### src/rtl/ccf_pkg.sv
/*
 * Package for the condition-code flag block: bit positions, reset value,
 * operation and size codes shared by the flag unit and its evaluator.
 * Assumes a single core clock and an instruction decoder outside this block.
 */
package ccf_pkg;
    localparam int CCF_BIT_MASK = 7;
    localparam int CCF_BIT_SPARE6 = 6;
    localparam int CCF_BIT_HALF = 5;
    localparam int CCF_BIT_SPARE4 = 4;
    localparam int CCF_BIT_NEG = 3;
    localparam int CCF_BIT_ZERO = 2;
    localparam int CCF_BIT_OVF = 1;
    localparam int CCF_BIT_CARRY = 0;
    localparam logic CCF_MASK_RESET = 1'b1;
    // Half-carry tap positions per operand size
    localparam int CCF_HC_BYTE = 3;
    localparam int CCF_HC_WORD = 11;
    localparam int CCF_HC_LONG = 27;

    typedef enum logic [1:0] {
        CCF_SZ_BYTE = 2'b00,
        CCF_SZ_WORD = 2'b01,
        CCF_SZ_LONG = 2'b10
    } ccf_size_t;

    typedef enum logic [3:0] {
        CCF_OP_NONE = 4'h0,
        CCF_OP_ADD = 4'h1,
        CCF_OP_PLUS_WITH_EXTEND_INSTR = 4'h2,
        CCF_OP_SUB = 4'h3,
        CCF_OP_MINUS_WITH_EXTEND_INSTR = 4'h4,
        CCF_OP_CMP = 4'h5,
        CCF_OP_NEG = 4'h6,
        CCF_OP_LOGIC = 4'h7,
        CCF_OP_SHIFT = 4'h8,
        CCF_OP_BITACC = 4'h9
    } ccf_op_t;

    typedef enum logic [2:0] {
        CCF_CTL_NONE = 3'h0,
        CCF_CTL_LOAD = 3'h1,
        CCF_CTL_AND = 3'h2,
        CCF_CTL_OR = 3'h3,
        CCF_CTL_XOR = 3'h4
    } ccf_ctl_t;

    typedef enum logic [3:0] {
        CCF_CC_T = 4'h0, CCF_CC_F = 4'h1, CCF_CC_HI = 4'h2, CCF_CC_LS = 4'h3,
        CCF_CC_CC = 4'h4, CCF_CC_CS = 4'h5, CCF_CC_NE = 4'h6, CCF_CC_EQ = 4'h7,
        CCF_CC_VC = 4'h8, CCF_CC_VS = 4'h9, CCF_CC_PL = 4'ha, CCF_CC_MI = 4'hb,
        CCF_CC_GE = 4'hc, CCF_CC_LT = 4'hd, CCF_CC_GT = 4'he, CCF_CC_LE = 4'hf
    } ccf_cond_t;
endpackage

### src/rtl/ccf_branch_eval.sv
/*
 * Branch condition evaluator: combines N, Z, V and C into a taken bit.
 * Assumes flag inputs come straight from the condition-code register.
 */
`timescale 1ns/1ns
module ccf_branch_eval
    import ccf_pkg::*;
(
    input wire ccf_pkg::ccf_cond_t cond, // Branch condition code
    input wire logic flag_n, // Negative flag
    input wire logic flag_z, // Zero flag
    input wire logic flag_v, // Overflow flag
    input wire logic flag_c, // Carry flag
    output logic taken // Condition holds
);
    always_comb begin
        unique case (cond)
            CCF_CC_T: taken = 1'b1;
            CCF_CC_F: taken = 1'b0;
            CCF_CC_HI: taken = !(flag_c | flag_z);
            CCF_CC_LS: taken = flag_c | flag_z;
            CCF_CC_CC: taken = !flag_c;
            CCF_CC_CS: taken = flag_c;
            CCF_CC_NE: taken = !flag_z;
            CCF_CC_EQ: taken = flag_z;
            CCF_CC_VC: taken = !flag_v;
            CCF_CC_VS: taken = flag_v;
            CCF_CC_PL: taken = !flag_n;
            CCF_CC_MI: taken = flag_n;
            CCF_CC_GE: taken = !(flag_n ^ flag_v);
            CCF_CC_LT: taken = flag_n ^ flag_v;
            CCF_CC_GT: taken = !(flag_z | (flag_n ^ flag_v));
            CCF_CC_LE: taken = flag_z | (flag_n ^ flag_v);
        endcase
    end
endmodule // ccf_branch_eval

### src/rtl/ccf_flags.sv
/*
 * Condition-code register with flag-update logic, interrupt acceptance
 * and branch evaluation. Assumes the datapath hands over both operands,
 * the operation and size with op_valid; flags update at that edge.
 * Only one of ctl_op / op_valid / exc_start is expected per cycle;
 * exception start only forces the mask bit, and a control op wins over op_valid.
 */
`timescale 1ns/1ns
// Behaviour
// - Mask bit set blocks maskable interrupts, not NMI
// - Exception start forces mask bit to one
// - Reset sets mask bit only, others undefined
// - Bits six and four are plain storage
// - Bit six never masks interrupts
// - Load, store, AND, OR, XOR control register
// - Branches test N, Z, V, C
// - Byte arithmetic half-carry from bit three
// - Word arithmetic half-carry from bit eleven
// - Longword arithmetic half-carry from bit 27
// - Negative flag is result sign bit
// - Zero flag set for all-zero result; extend ops only keep it set
// - Overflow flag set on signed overflow
// - Carry from add, borrow, shifted-out bit
// - Carry flag is bit-manipulation accumulator
module ccf_flags
    import ccf_pkg::*;
#(
    parameter int DATA_W = 32 // Datapath width
) (
    input wire logic core_clk, // Core clock, 250 MHz
    input wire logic reset, // Asynchronous reset, active high
    input wire ccf_pkg::ccf_ctl_t ctl_op, // Control-register instruction
    input wire logic [7:0] ctl_data, // Load value or immediate
    output logic [7:0] ctl_rdata, // Stored register value
    input wire logic op_valid, // Datapath operation completes
    input wire ccf_pkg::ccf_op_t op_kind, // Operation class
    input wire ccf_pkg::ccf_size_t op_size, // Operand size
    input wire logic [DATA_W-1:0] op_a, // Destination operand
    input wire logic [DATA_W-1:0] op_b, // Source operand
    input wire logic [DATA_W-1:0] op_res, // Result from datapath
    input wire logic shift_out, // Bit shifted or rotated out
    input wire logic shift_ovf, // Overflow from arithmetic shift
    input wire logic bit_res, // Bit-manipulation accumulator result
    input wire logic bit_wr_c, // Bit op writes carry
    input wire logic exc_start, // Exception handling begins
    input wire logic irq_req, // Maskable interrupt request
    input wire logic nmi_req, // Non-maskable interrupt request
    output logic irq_accept, // Maskable request accepted
    output logic nmi_accept, // Non-maskable request accepted
    input wire ccf_pkg::ccf_cond_t br_cond, // Branch condition
    output logic br_taken, // Branch condition holds
    output logic carry_acc // Carry as bit accumulator operand
);
    import ccf_pkg::*;

    initial begin
        if (DATA_W != 32) $error("ccf_flags: DATA_W must be 32");
    end

    logic [7:0] ccr_r;
    logic [7:0] ccr_nxt;
    logic mask_r;
    logic mask_nxt;

    function automatic int size_msb(ccf_size_t s);
        unique case (s)
            CCF_SZ_BYTE: return 7;
            CCF_SZ_WORD: return 15;
            default: return 31;
        endcase
    endfunction

    function automatic int size_hc(ccf_size_t s);
        unique case (s)
            CCF_SZ_BYTE: return CCF_HC_BYTE;
            CCF_SZ_WORD: return CCF_HC_WORD;
            default: return CCF_HC_LONG;
        endcase
    endfunction

    logic [DATA_W-1:0] szmask;
    logic [DATA_W-1:0] res_m;
    logic [DATA_W-1:0] cvec;
    logic is_add;
    logic is_sub;
    logic is_arith;
    logic sa;
    logic sb;
    logic sr;
    int msb;

    always_comb begin
        msb = size_msb(op_size);
        szmask = (op_size == CCF_SZ_BYTE) ? 32'h0000_00ff :
                 (op_size == CCF_SZ_WORD) ? 32'h0000_ffff : 32'hffff_ffff;
        res_m = op_res & szmask;
        is_add = (op_kind == CCF_OP_ADD) || (op_kind == CCF_OP_PLUS_WITH_EXTEND_INSTR);
        is_sub = (op_kind == CCF_OP_SUB) || (op_kind == CCF_OP_MINUS_WITH_EXTEND_INSTR)
              || (op_kind == CCF_OP_CMP) || (op_kind == CCF_OP_NEG);
        is_arith = is_add || is_sub;
        // Carry into each bit; for subtraction this recovers the borrow chain
        cvec = is_add ? (op_a ^ op_b ^ op_res) : (op_a ^ op_b ^ op_res);
        sa = op_a[msb];
        sb = op_b[msb];
        sr = op_res[msb];
    end

    logic carry_top;
    logic half_c;
    logic ovf;

    always_comb begin
        // Carry/borrow out of the top bit at the operand size
        carry_top = is_add ? ((sa & sb) | ((sa | sb) & !sr))
                           : ((!sa & sb) | ((!sa | sb) & sr));
        half_c = cvec[size_hc(op_size) + 1];
        ovf = is_add ? ((sa == sb) && (sr != sa))
                     : ((sa != sb) && (sr != sa));
    end

    // Bit 7 of ccr_r is not reset, so the live mask flop stands in for it
    logic [7:0] ccr_cur;

    always_comb begin
        ccr_cur = {mask_r, ccr_r[6:0]};
        ccr_nxt = ccr_cur;
        unique case (ctl_op)
            CCF_CTL_LOAD: ccr_nxt = ctl_data;
            CCF_CTL_AND: ccr_nxt = ccr_cur & ctl_data;
            CCF_CTL_OR: ccr_nxt = ccr_cur | ctl_data;
            CCF_CTL_XOR: ccr_nxt = ccr_cur ^ ctl_data;
            default: ccr_nxt = ccr_cur;
        endcase
        if (ctl_op == CCF_CTL_NONE && op_valid) begin
            if (is_arith) begin
                ccr_nxt[CCF_BIT_HALF] = half_c;
                ccr_nxt[CCF_BIT_NEG] = sr;
                ccr_nxt[CCF_BIT_ZERO] = (res_m == '0) && (op_kind != CCF_OP_PLUS_WITH_EXTEND_INSTR
                    && op_kind != CCF_OP_MINUS_WITH_EXTEND_INSTR || ccr_r[CCF_BIT_ZERO]);
                ccr_nxt[CCF_BIT_OVF] = ovf;
                ccr_nxt[CCF_BIT_CARRY] = carry_top;
            end else if (op_kind == CCF_OP_LOGIC) begin
                ccr_nxt[CCF_BIT_NEG] = sr;
                ccr_nxt[CCF_BIT_ZERO] = (res_m == '0);
                ccr_nxt[CCF_BIT_OVF] = 1'b0;
            end else if (op_kind == CCF_OP_SHIFT) begin
                ccr_nxt[CCF_BIT_NEG] = sr;
                ccr_nxt[CCF_BIT_ZERO] = (res_m == '0);
                ccr_nxt[CCF_BIT_OVF] = shift_ovf;
                ccr_nxt[CCF_BIT_CARRY] = shift_out;
            end else if (op_kind == CCF_OP_BITACC && bit_wr_c) begin
                ccr_nxt[CCF_BIT_CARRY] = bit_res;
            end
        end
        mask_nxt = ccr_nxt[CCF_BIT_MASK];
        if (exc_start) begin
            mask_nxt = 1'b1;
        end
    end

    // Only the mask bit is reset; the rest stay undefined by design
    always_ff @(posedge core_clk or posedge reset) begin
        if (reset) begin
            mask_r <= CCF_MASK_RESET;
        end else begin
            mask_r <= mask_nxt;
        end
    end

    always_ff @(posedge core_clk) begin
        ccr_r <= {mask_nxt, ccr_nxt[6:0]};
    end

    always_comb begin
        ctl_rdata = {mask_r, ccr_r[6:0]};
        // Bit six is deliberately not looked at here
        irq_accept = irq_req && !mask_r;
        nmi_accept = nmi_req;
        carry_acc = ccr_r[CCF_BIT_CARRY];
    end

    ccf_branch_eval u_eval (
        .cond(br_cond),
        .flag_n(ccr_r[CCF_BIT_NEG]),
        .flag_z(ccr_r[CCF_BIT_ZERO]),
        .flag_v(ccr_r[CCF_BIT_OVF]),
        .flag_c(ccr_r[CCF_BIT_CARRY]),
        .taken(br_taken)
    );

    mask_block_a: assert property (@(posedge core_clk) disable iff (reset)
        mask_r |-> !irq_accept) else $error("irq accepted while masked");
    nmi_pass_a: assert property (@(posedge core_clk) disable iff (reset)
        nmi_req |-> nmi_accept) else $error("nmi refused");
    exc_mask_a: assert property (@(posedge core_clk) disable iff (reset)
        exc_start |=> mask_r) else $error("mask not set on exception");
    load_all_a: assert property (@(posedge core_clk) disable iff (reset)
        (ctl_op == CCF_CTL_LOAD && !exc_start) |=> ctl_rdata == $past(ctl_data))
        else $error("control load lost");
    zero_flag_a: assert property (@(posedge core_clk) disable iff (reset)
        (op_valid && ctl_op == CCF_CTL_NONE && op_kind == CCF_OP_LOGIC)
        |=> ccr_r[CCF_BIT_ZERO] == ($past(res_m) == '0)) else $error("zero flag wrong");
    neg_flag_a: assert property (@(posedge core_clk) disable iff (reset)
        (op_valid && ctl_op == CCF_CTL_NONE && op_kind == CCF_OP_LOGIC)
        |=> ccr_r[CCF_BIT_NEG] == $past(sr)) else $error("negative flag wrong");
    keep_flags_a: assert property (@(posedge core_clk) disable iff (reset)
        (!op_valid && ctl_op == CCF_CTL_NONE) |=> $stable(ccr_r[6:0]))
        else $error("flags changed without cause");
    spare_keep_a: assert property (@(posedge core_clk) disable iff (reset)
        (op_valid && ctl_op == CCF_CTL_NONE) |=> $stable(ccr_r[CCF_BIT_SPARE6])
        && $stable(ccr_r[CCF_BIT_SPARE4])) else $error("user bits disturbed");
    bit_carry_a: assert property (@(posedge core_clk) disable iff (reset)
        (op_valid && ctl_op == CCF_CTL_NONE && op_kind == CCF_OP_BITACC && bit_wr_c)
        |=> carry_acc == $past(bit_res)) else $error("accumulator not written");
endmodule // ccf_flags

### config.mk
export PLATFORM = sky130hd
export DESIGN_NAME = ccf_flags
export DESIGN_NICKNAME = d
export VERILOG_FILES = /design/src/rtl/ccf_pkg.sv /design/src/rtl/ccf_branch_eval.sv /design/src/rtl/ccf_flags.sv
export SDC_FILE = /design/constraint.sdc
export NUM_CORES = 1
export LEC_CHECK = 0
export ABC_AREA = 1
export BUFFER_PORTS_ARGS = -buffer_cell sky130_fd_sc_hd__buf_4
export CAP_MARGIN = 25
export CORE_ASPECT_RATIO = 0.7
export CORE_UTILIZATION = 39
export DETAILED_ROUTE_END_ITERATION = 10
export PLACE_DENSITY = 0.84
export SLEW_MARGIN = 30
export SYNTH_ARGS = -nofsm -noshare
export SYNTH_HDL_FRONTEND = slang
export SYNTH_HIERARCHICAL = 1
export SYNTH_SLANG_ARGS = --single-unit
### constraint.sdc
create_clock -name core_clk -period 1.75 [get_ports core_clk]
set_clock_uncertainty 0.2 [all_clocks]
set_input_delay 0.35 -clock core_clk [delete_from_list [all_inputs] [get_ports core_clk]]
set_output_delay 0.35 -clock core_clk [all_outputs]
set_load 0.02 [all_outputs]
==> results.md, run 1 <==
- Hold crit path type: input port to flop
- Final period util: 104%
- Final Hold Fails: 0
- Final ANT Viol Nets: 0
- Largest net degree at the start of global routing: 9
- CTS Buffer Depth: 2
- Min Hold Slack: 111 ps
- Die W: 79.7 um
- Critical path's top delay family: simple AND/OR/NAND/NOR gates
- CTS tree: yes
- First-iteration detailed-routing DRC count: 112
- Syn nets: 459
- I/O Pins: 139
- Switch share: 41.2%
- Core footprint: 3990 um^2
- TritonCTS buffer count: 3
- Power Dens Cells: 515 nW/um^2
- CTS Sinks: 8
- Total GRT Usage: 22.8%
- Clock slew at reported path FFs: 50 ps
- Mapped Cells: 312
- Worst Setup Path Type: flop to output pin
- FF+latch count, synth: 8
- Unrepaired setup endpoints after global routing: true
- Share of cells above drive strength 1: 30.4%
- Mapped Area: 1650 um^2
- Clock share of power: 19.5%
- Max Cap Viol: 0
- Gate power share: 58.8%
- Most frequent cells in the layout: nand2_1 (111), buf_4 (96), inv_1 (47), nor2_1 (43), nand3_1 (27)
- Sequential power share: 21.7%
- Crit-path slowest cell: dfxtp_4
- Worst-Margin Slew: 307 ps
- Min cycle time layout: 1810 ps
- Synth warn: 6
- DRT Wirelength: 5100 um
- Post-synthesis sequential area ratio: 11.3%
- Buf/Inv on CP: 2
- Fin util: 62.9%
- Vias per inst: 4.83
- CP Capture Type: output pin
- Crit-path max FO: 3
- DP HPWL: 4170 um
- Vias in the first global route: 1977
- Drt wl/cell: 11.0 um
- VDD IR-drop max: 0.334 mV
- Post-route DRC violation count: 0
- Critical Path RT: 1200 ps
- TritonRoute pass-1 iters: 6
- Pins Over Slew Limit: 0
- Layout Nets: 559
- Starting Density: 41.3%
- Global Route met3 Usage: 3.58%
- Met2 GRT Util: 38.5%
- GR peak layer: met2
- Fmax: 551 MHz
- FILL cells: 376
- Slew HR: 79.5%
- Syn avg cell area: 5.29 um^2
- Number of inserted diodes: 0
- Port Buffers: 84
- Final setup violation count: 1
- Die area: 4500 um^2
- First-pass GRT wire length: 8090 um
- Htree depth: 1
- Vias: 2234
- Met1 usage: 27.9%
- Core Rows: 19
- Critical path, cell by cell: inv_2 -> nand2_2 -> nand2_1 -> nand2_1 -> nor2_1 -> nor2_1 -> nor2_1 -> nand2_1 -> buf_6
- Status: complete, but fails checks
- Commonest non-fill, non-tap cell in the layout: nand2_1
- Switch Pwr: 0.534 mW
- Clk Latency, worst-skew pair: 230 ps
- Leakage: 1.50 nW
- Failing checks: setup timing
- Slowest Stage Delay on Critical Path: 350 ps
- Die height: 56.4 um
- Final worst slack: -63.5 ps
- Layout Area Growth over Synthesis: 52.4%
- Crit path DAT: 1260 ps
- Initial antenna violation count: 0
- Root Buffer: clkbuf_8
- GRT Residual Overflow: 0
- Worst setup SP type: flop
- Count of different cell masters after synthesis: 24
- GP Congestion: 0.847
- Int Pwr: 0.761 mW
==> power groups by stage <==
stage | registers, mW | logic (mW) | clock network [mW]
CTS | 0.276 | 0.736 | 0.249
finish | 0.281 | 0.761 | 0.253
floorplan | 0.309 | 0.347 | 0
global placement | 0.280 | 0.652 | 0
global route | 0.287 | 0.846 | 0.263
detailed placement | 0.282 | 0.676 | 0
==> metrics by stage <==
stage / cells / instance area, um^2 / TNS (ps) / setup slack [ps] / total power [mW]
2_1_floorplan: 312 / 1650 / 0 / 45.8 / 0.656
3_3_place_gp: 453 / 2380 / -280 / -144 / 0.932
3_5_place_dp: 453 / 2380 / -334 / -187 / 0.958
4_1_cts: 462 / 2490 / -31.9 / -31.9 / 1.26
5_1_grt: 463 / 2510 / -138 / -138 / 1.40
6_report: 463 / 2510 / -63.5 / -63.5 / 1.29
==> sequential cells by signal, summed over array words and instances, names as in the netlist <==
name / count
ccr_r: 7
mask_r: 1
==> synthesized netlist by cell type (all sizes together) <==
cell type    n  area (um^2)
nor3         4         31.3
a21oi        2         10.0
buf          3         22.5
inv         58          218
o22ai        1         6.26
o2111ai      2         17.5
dfstp        1         26.3
nand3b       2         15.0
nand3       27          135
nand2      115          434
dfxtp        5          100
xor2         2         17.5
or2          2         12.5
nand4        4         25.0
edfxtp       2         60.1
nor2        45          171
xnor2        3         26.3
o21ai       14         70.1
ha          20          250
==> worst paths after layout <==
path | start | end | cells after the start | slack [ps]
max reg2reg | ccr_r[0] | ccr_r[0] | 11 | 110
max | ccr_r[1] | br_taken | 9 | -60
min in group asynchronous | reset | mask_r | 3 | 460
min | exc_start | mask_r | 3 | 110
min reg2reg | mask_r | mask_r | 2 | 310
max in group asynchronous | reset | mask_r | 3 | 870
==> cells by family (layout without fill, tap and decap cells) <==
| family | Yosys count | after routing | synth area share (%) |
|---|---|---|---|
| AO/OA/AOI/OAI | 19 | 19 | 6.30 |
| XOR/XNOR | 5 | 5 | 2.66 |
| adder cells (fa/ha/maj) | 20 | 20 | 15.2 |
| buffers and inverters | 61 | 160 | 14.6 |
| flip-flops | 8 | 8 | 11.3 |
| AND/OR/NAND/NOR | 199 | 199 | 50.0 |
==> what timing repair did <==
| item | in CTS | in global routing |
|---|---|---|
| cloned | 0 | 0 |
| resized for setup | 12 | 8 |
| pin swaps | 1 | 4 |
| endpoints found under the setup margin | 1 | 3 |
| hold endpoints to repair | 1 | 0 |
| buffers inserted | 4 | 1 |
| hold buffers | 1 | 0 |
==> layer usage <==
layer,wire length (um),vias to the layer above,share of wire [%]
met2,2310,98,45
met1,2270,957,44
met3,300,22,5.9
li1,-,1157,-
met5,0,-,0
met4,216,0,4.2
==> layout make-up <==
type | count | area (um^2) | share of cell area, %
Inverter | 58 | 220 | 8.76
Clock buffer | 4 | 45.0 | 1.79
Tap cell | 52 | 65.1 | 2.59
Timing Repair Buffer | 98 | 742 | 29.5
Sequential cell | 8 | 201 | 8.01
Multi-Input combinational cell | 243 | 1240 | 49.3
==> worst reg2reg max path, stage by stage, from the launching register on <==
cell,delay [ps]
dfxtp_4,340
buf_4,130
inv_1,50
ha_1,260
nand3_1,80
nand2_1,60
nor2_2,100
nand2_1,90
nand2_1,60
nand2_1,40
nand2_1,70
nand2_1,40
No activity file was read; power rests on OpenSTA's default activity.
==> inputs of run 2 (changes only) <==
--- a/config.mk
+++ b/config.mk
@@ -12,6 +12,7 @@
 export CORE_UTILIZATION = 39
 export DETAILED_ROUTE_END_ITERATION = 10
 export PLACE_DENSITY = 0.84
+export REMOVE_ABC_BUFFERS = 1
 export SLEW_MARGIN = 30
 export SYNTH_ARGS = -nofsm -noshare
 export SYNTH_HDL_FRONTEND = slang
==> run 2 against run 1 <==
Setup slack gained 25 ps. Critical endpoint unchanged. Clock power grew 2%. Non-clock buffer count grew 1. Highest routed layer unchanged. The run still ends with setup timing left. Critical path type unchanged. Combinational power grew 3.2%. First-iteration DRC count shrank 5.4%.
==> results.md, run 2 (same netlist as run 1, synthesis figures left out) <==
- CTS Sinks: 8
- Total GRT Usage: 24.0%
- Crit path DAT: 1240 ps
- Top reg by flops: ccr_r
- Clk Latency, worst-skew pair: 240 ps
- Root Buffer: clkbuf_8
- Layout Area Growth over Synthesis: 53.6%
- Final Power: 1.32 mW
- Core Rows: 19
- Worst R2R Start: ccr_r[0]
- I/O Pins: 139
- Slew HR: 77.1%
- Reg-to-Reg End: ccr_r[0]
- Buf/Inv on CP: 3
- Worst R2R Path Depth: 11
- DRT Wirelength: 5210 um
- Clock slew at reported path FFs: 50 ps
- TritonCTS buffer count: 3
- Unrepaired setup endpoints after global routing: true
- Status: complete, but fails checks
- Core footprint: 3990 um^2
- Critical path's top delay family: simple AND/OR/NAND/NOR gates
- Most frequent CP cell: nand2_1
- GP Congestion: 0.904
- Critical path, cell by cell: inv_1 -> nand2_2 -> nand2_1 -> nand2_1 -> nand2_1 -> nand2_1 -> nand2_1 -> inv_1 -> nand2_1 -> buf_6
- First-pass GRT wire length: 8470 um
- Worst Setup Path Type: flop to output pin
- Design Area, Final: 2530 um^2
- Vias per inst: 4.70
- Worst Setup SP: ccr_r[0]
- Commonest non-fill, non-tap cell in the layout: nand2_1
- Final ANT Viol Nets: 0
- Crit-path max FO: 3
- DP HPWL: 4250 um
- Layout Nets: 560
- VDD IR-drop max: 0.424 mV
- First-iteration detailed-routing DRC count: 106
- Max reg flops: 7
- Most frequent cells in the layout: nand2_1 (110), buf_4 (97), inv_1 (46), nor2_1 (43), nand3_1 (26)
- Pins Over Slew Limit: 0
- Worst setup SP type: flop
- Final Hold Fails: 0
- Number of inserted diodes: 0
- Setup TNS: -38.4 ps
- Dpl ws: -191 ps
- Min cycle time layout: 1790 ps
- Critical path depth: 10
- Slowest Stage Delay on Critical Path: 360 ps
- Failing checks: setup timing
- Reg-to-reg setup timing slack: 40 ps
- Vias in the first global route: 2053
- Die W: 79.7 um
- CTS Buffer Depth: 2
- TritonRoute pass-1 iters: 4
- Critical Path End: br_taken
- Hold crit path type: input port to flop
- Placed Area: 2390 um^2
- CP Capture Type: output pin
- Vias: 2182
- Die height: 56.4 um
- Regs by FF count: ccr_r x7, mask_r x1
- CTS tree: yes
- Starting Density: 41.3%
- GRT Residual Overflow: 0
- Post-route DRC violation count: 0
- Max Cap Viol: 0
- Min Hold Slack: 121 ps
- Largest net degree at the start of global routing: 9
- Fmax: 559 MHz
- Share of cells above drive strength 1: 31.6%
- Final setup violation count: 1
- Final period util: 102%
- Initial antenna violation count: 0
- Critical Path RT: 1200 ps
- Port Buffers: 84
- Drt wl/cell: 11.2 um
- Die area: 4500 um^2
- Final worst slack: -38.4 ps
- Htree depth: 1
- Worst-Margin Slew: 342 ps
- Leakage: 1.51 nW
- Crit-path slowest cell: dfxtp_2
- Power Dens Cells: 522 nW/um^2
## run 2: how the worst min path moves through the flow
stage | startpoint | end | depth (start not counted)
after global placement | reset | mask_r | 2
after floorplan | reset | mask_r | 1
after detailed placement | reset | mask_r | 2
after global routing | exc_start | mask_r | 3
after CTS | exc_start | mask_r | 3
final | exc_start | mask_r | 3
## run 2: where the power goes
group | leakage, nW | internal [mW] | switching (mW)
clock | 0.0228 | 0.160 | 0.0968
combinational | 1.41 | 0.374 | 0.411
sequential | 0.0738 | 0.237 | 0.0426
total | 1.51 | 0.770 | 0.551
## run 2: area by class of cell
type	instances	area [um^2]
Fill cell	374	1460
Timing Repair Buffer	99	749
Multi-Input combinational cell	243	1260
Tap cell	52	65.1
Inverter	58	220
Clock buffer	4	45.0
Sequential cell	8	196
## run 2: layer usage
metal	vias to the layer above	wire [um]	track usage, %
li1	1160	-	-
met1	949	2400	28.8
met2	61	2390	42.4
met3	12	295	5.04
met4	0	129	7.27
met5	-	0	0
## run 2: repair_timing
item,4_1_cts,5_1_grt
hold buffers,1,0
hold endpoints to repair,1,0
pin swaps,2,5
gates cloned,0,0
endpoints found under the setup margin,1,3
resized for setup,11,12
setup buffers,5,0
## run 2: worst register-to-register path, stage by stage, from the launching register on
cell and delay (ps):
dfxtp_2 340, buf_4 140, buf_4 140, ha_1 170
nand4_1 90, nand2_1 70, nor2_2 130, nand2_1 80
nand2_1 60, nand2_1 50, nand2_1 70, nand2_1 60
## run 2: metrics by stage
stage	cells	util [%]
2_1_floorplan	309	-
3_3_place_gp	454	59.8
3_5_place_dp	454	59.8
4_1_cts	464	62.6
5_1_grt	464	63.4
6_report	464	63.4
==> inputs of run 3 (changes only) <==
--- a/config.mk
+++ b/config.mk
@@ -5,13 +5,12 @@
 export SDC_FILE = /design/constraint.sdc
 export NUM_CORES = 1
 export LEC_CHECK = 0
-export ABC_AREA = 1
 export BUFFER_PORTS_ARGS = -buffer_cell sky130_fd_sc_hd__buf_4
 export CAP_MARGIN = 25
 export CORE_ASPECT_RATIO = 0.7
 export CORE_UTILIZATION = 39
 export DETAILED_ROUTE_END_ITERATION = 10
-export PLACE_DENSITY = 0.84
+export PLACE_DENSITY = 0.85
 export REMOVE_ABC_BUFFERS = 1
 export SLEW_MARGIN = 30
 export SYNTH_ARGS = -nofsm -noshare
==> run 3 against run 2 <==
Clock power is 3% lower. The run still ends with setup timing left. Count of clock-buffer cells in the layout stayed put. Largest cell class unchanged. Utilization rose by 3.5 points. Largest power group unchanged.
==> results.md, run 3 <==
- Status: complete, but fails checks
- Failing checks: setup timing
- Number of inserted diodes: 0
- Max reg flops: 7
- Commonest non-fill, non-tap cell in the layout: buf_4
- Post-route DRC violation count: 0
- Port Buffers: 84
- Min Hold Slack: 114 ps
- Fmax: 469 MHz
- Crit-path slowest cell: dfxtp_2
- Gate power share: 60.4%
- Final ANT Viol Nets: 0
- Drt wl/cell: 13.7 um
- Worst setup SP type: flop
- Top post-synthesis cells by area: ha_1 (15%), dfxtp_1 (6.1%), inv_1 (6.0%)
- Mapped Cells: 205
- Vias in the first global route: 1946
- Worst R2R Start: ccr_r[1]
- Design Area, Final: 2660 um^2
- Synth Flop Type: dfxtp_1
- Largest net degree at the start of global routing: 12
- Sequential power share: 20.6%
- Top reg by flops: ccr_r
- Most frequent cells in the layout: buf_4 (125), inv_1 (23), nand2_1 (20), ha_1 (17), o21ai_0 (11)
- Placed Area: 2490 um^2
- Vias: 1921
- Layout Nets: 469
- Yosys top cell area share: 15.3%
- VDD IR-drop max: 0.269 mV
- Switch share: 37.4%
- Power Dens Cells: 494 nW/um^2
- Mapped Area: 1640 um^2
- Die height: 56.2 um
- Hold crit path type: input port to flop
- Critical path, cell by cell: mux2_4 -> a221o_1 -> a21oi_2 -> xor2_1 -> buf_4
- I/O Pins: 139
- Leakage: 1.30 nW
- CTS Buffer Depth: 2
- Root Buffer: clkbuf_8
- Core footprint: 3970 um^2
- DP HPWL: 4040 um
- Htree depth: 1
- Most common cell in the netlist: inv_1
- FF+latch count, synth: 8
- Crit-path max FO: 5
- Pins Over Slew Limit: 0
- Final setup violation count: 3
- Core Rows: 19
- Share of cells above drive strength 1: 49.2%
- Area leader, netlist: ha_1
- Final period util: 122%
- Syn avg cell area: 7.98 um^2
- Initial antenna violation count: 0
- Count of different cell masters after synthesis: 57
- Regs by FF count: ccr_r x7, mask_r x1
- Layout Area Growth over Synthesis: 62.4%
- CP Capture Type: output pin
- Min cycle time layout: 2130 ps
- Worst Setup SP: ccr_r[2]
- Die W: 79.4 um
- Int Pwr: 0.822 mW
- DRT Wirelength: 5110 um
- Synth warn: 6
- Slowest Stage Delay on Critical Path: 340 ps
- Total GRT Usage: 23.6%
- Die area: 4460 um^2
- Worst-Margin Slew: 613 ps
- GRT Residual Overflow: 0
- TritonRoute pass-1 iters: 4
- First-pass GRT wire length: 8180 um
- Final worst slack: -383 ps
- GP Congestion: 0.936
- TritonCTS buffer count: 3
- Worst Setup Path Type: flop to output pin
- Unrepaired setup endpoints after global routing: true
- Top cells by count, synth: inv_1 (26), ha_1 (20), nand2_1 (20)
- Clock slew at reported path FFs: 50 ps
- Switch Pwr: 0.491 mW
- Clk Latency, worst-skew pair: 240 ps
- Starting Density: 41.2%
- Post-synthesis sequential area ratio: 11.4%
- Worst hold start: exc_start
- Slew HR: 58.7%
- Setup TNS: -534 ps
- Clock share of power: 19.0%
- Final Hold Fails: 0
- Asr flop ratio synth: 12.5%
- Critical Path RT: 1200 ps
- Max Cap Viol: 0
- Crit path DAT: 1580 ps
- Vias per inst: 5.15
- CTS tree: yes
- First-iteration detailed-routing DRC count: 66
- CTS Sinks: 8
- EDFF count, synth: 2
run 3: changes by cell type after synthesis, sizes merged, moves of 4 or more:
cell / previous run / this run
nor2: 45 / 10
a21oi: 2 / 6
mux2i: 0 / 5
nand2b: 0 / 4
xor2: 2 / 7
inv: 58 / 26
nor4: 0 / 10
nand3: 27 / 2
clkbuf: 0 / 9
nand2: 115 / 20
run 3: cell families (layout without fill, tap and decap cells):
logic type / count (synthesis) / after routing / share of synthesized area [%]
muxes: 8 / 8 / 6.04
and+or+nand+nor: 66 / 66 / 23.3
DFF: 8 / 8 / 11.4
AOI/OAI and AO/OA: 49 / 49 / 21.3
adders and majority gates: 20 / 20 / 15.3
xor gates and xnor gates: 13 / 13 / 6.96
buffers and inverters: 41 / 157 / 15.8
run 3: area by class of cell:
class,count,area (um^2)
clock buffer,4,45.0
inverter,26,103
fill,314,1310
tap,52,65.1
sequential,8,196
multi-input combinational,156,1280
timing repair buffer,127,968
run 3: per-layer routing:
metal,global-route usage [%],vias up,wire [um]
li1,-,967,-
met1,27.0,888,2160
met2,43.3,55,2590
met3,3.93,11,262
met4,9.09,0,108
met5,0,-,0
run 3: critical path, delay by kind of cell, from the launching register on:
kind            cells  cell delay (ps)
buf+inv             1              160
compound gates      2              430
flops               1              340
mux                 1              260
xor+xnor            1              150
run 3: worst paths after layout:
kind | to | slack, ps | cells after the start
max | br_taken | -380 | 5
min | mask_r | 110 | 2
max reg2reg | ccr_r[1] | -110 | 7
min reg2reg | mask_r | 420 | 2
max in group asynchronous | mask_r | 860 | 3
min in group asynchronous | mask_r | 470 | 3
run 3: metrics by stage:
stage | std cells | power [mW] | util, % | worst slack [ps]
6_report | 373 | 1.31 | 66.9 | -383
2_1_floorplan | 190 | 0.587 | - | -386
5_1_grt | 373 | 1.41 | 66.9 | -439
4_1_cts | 372 | 1.27 | 65.2 | -378
3_5_place_dp | 367 | 0.987 | 62.7 | -332
3_3_place_gp | 367 | 0.964 | 62.7 | -325
run 3: what timing repair did:
item                                   in CTS  in global routing
pin swaps                                   4                  9
gates resized for setup                    15                 12
setup endpoints to repair                   4                  4
endpoints found under the hold margin       1                  0
buffers inserted                            0                  2
hold buffers                                1                  0
run 3: power groups by stage:
| stage | logic (mW) | clock network (mW) | registers [mW] |
|---|---|---|---|
| after floorplan | 0.278 | 0 | 0.310 |
| after global placement | 0.705 | 0 | 0.259 |
| after detailed placement | 0.726 | 0 | 0.261 |
| after CTS | 0.757 | 0.248 | 0.266 |
| after global routing | 0.869 | 0.262 | 0.275 |
| final | 0.792 | 0.250 | 0.270 |
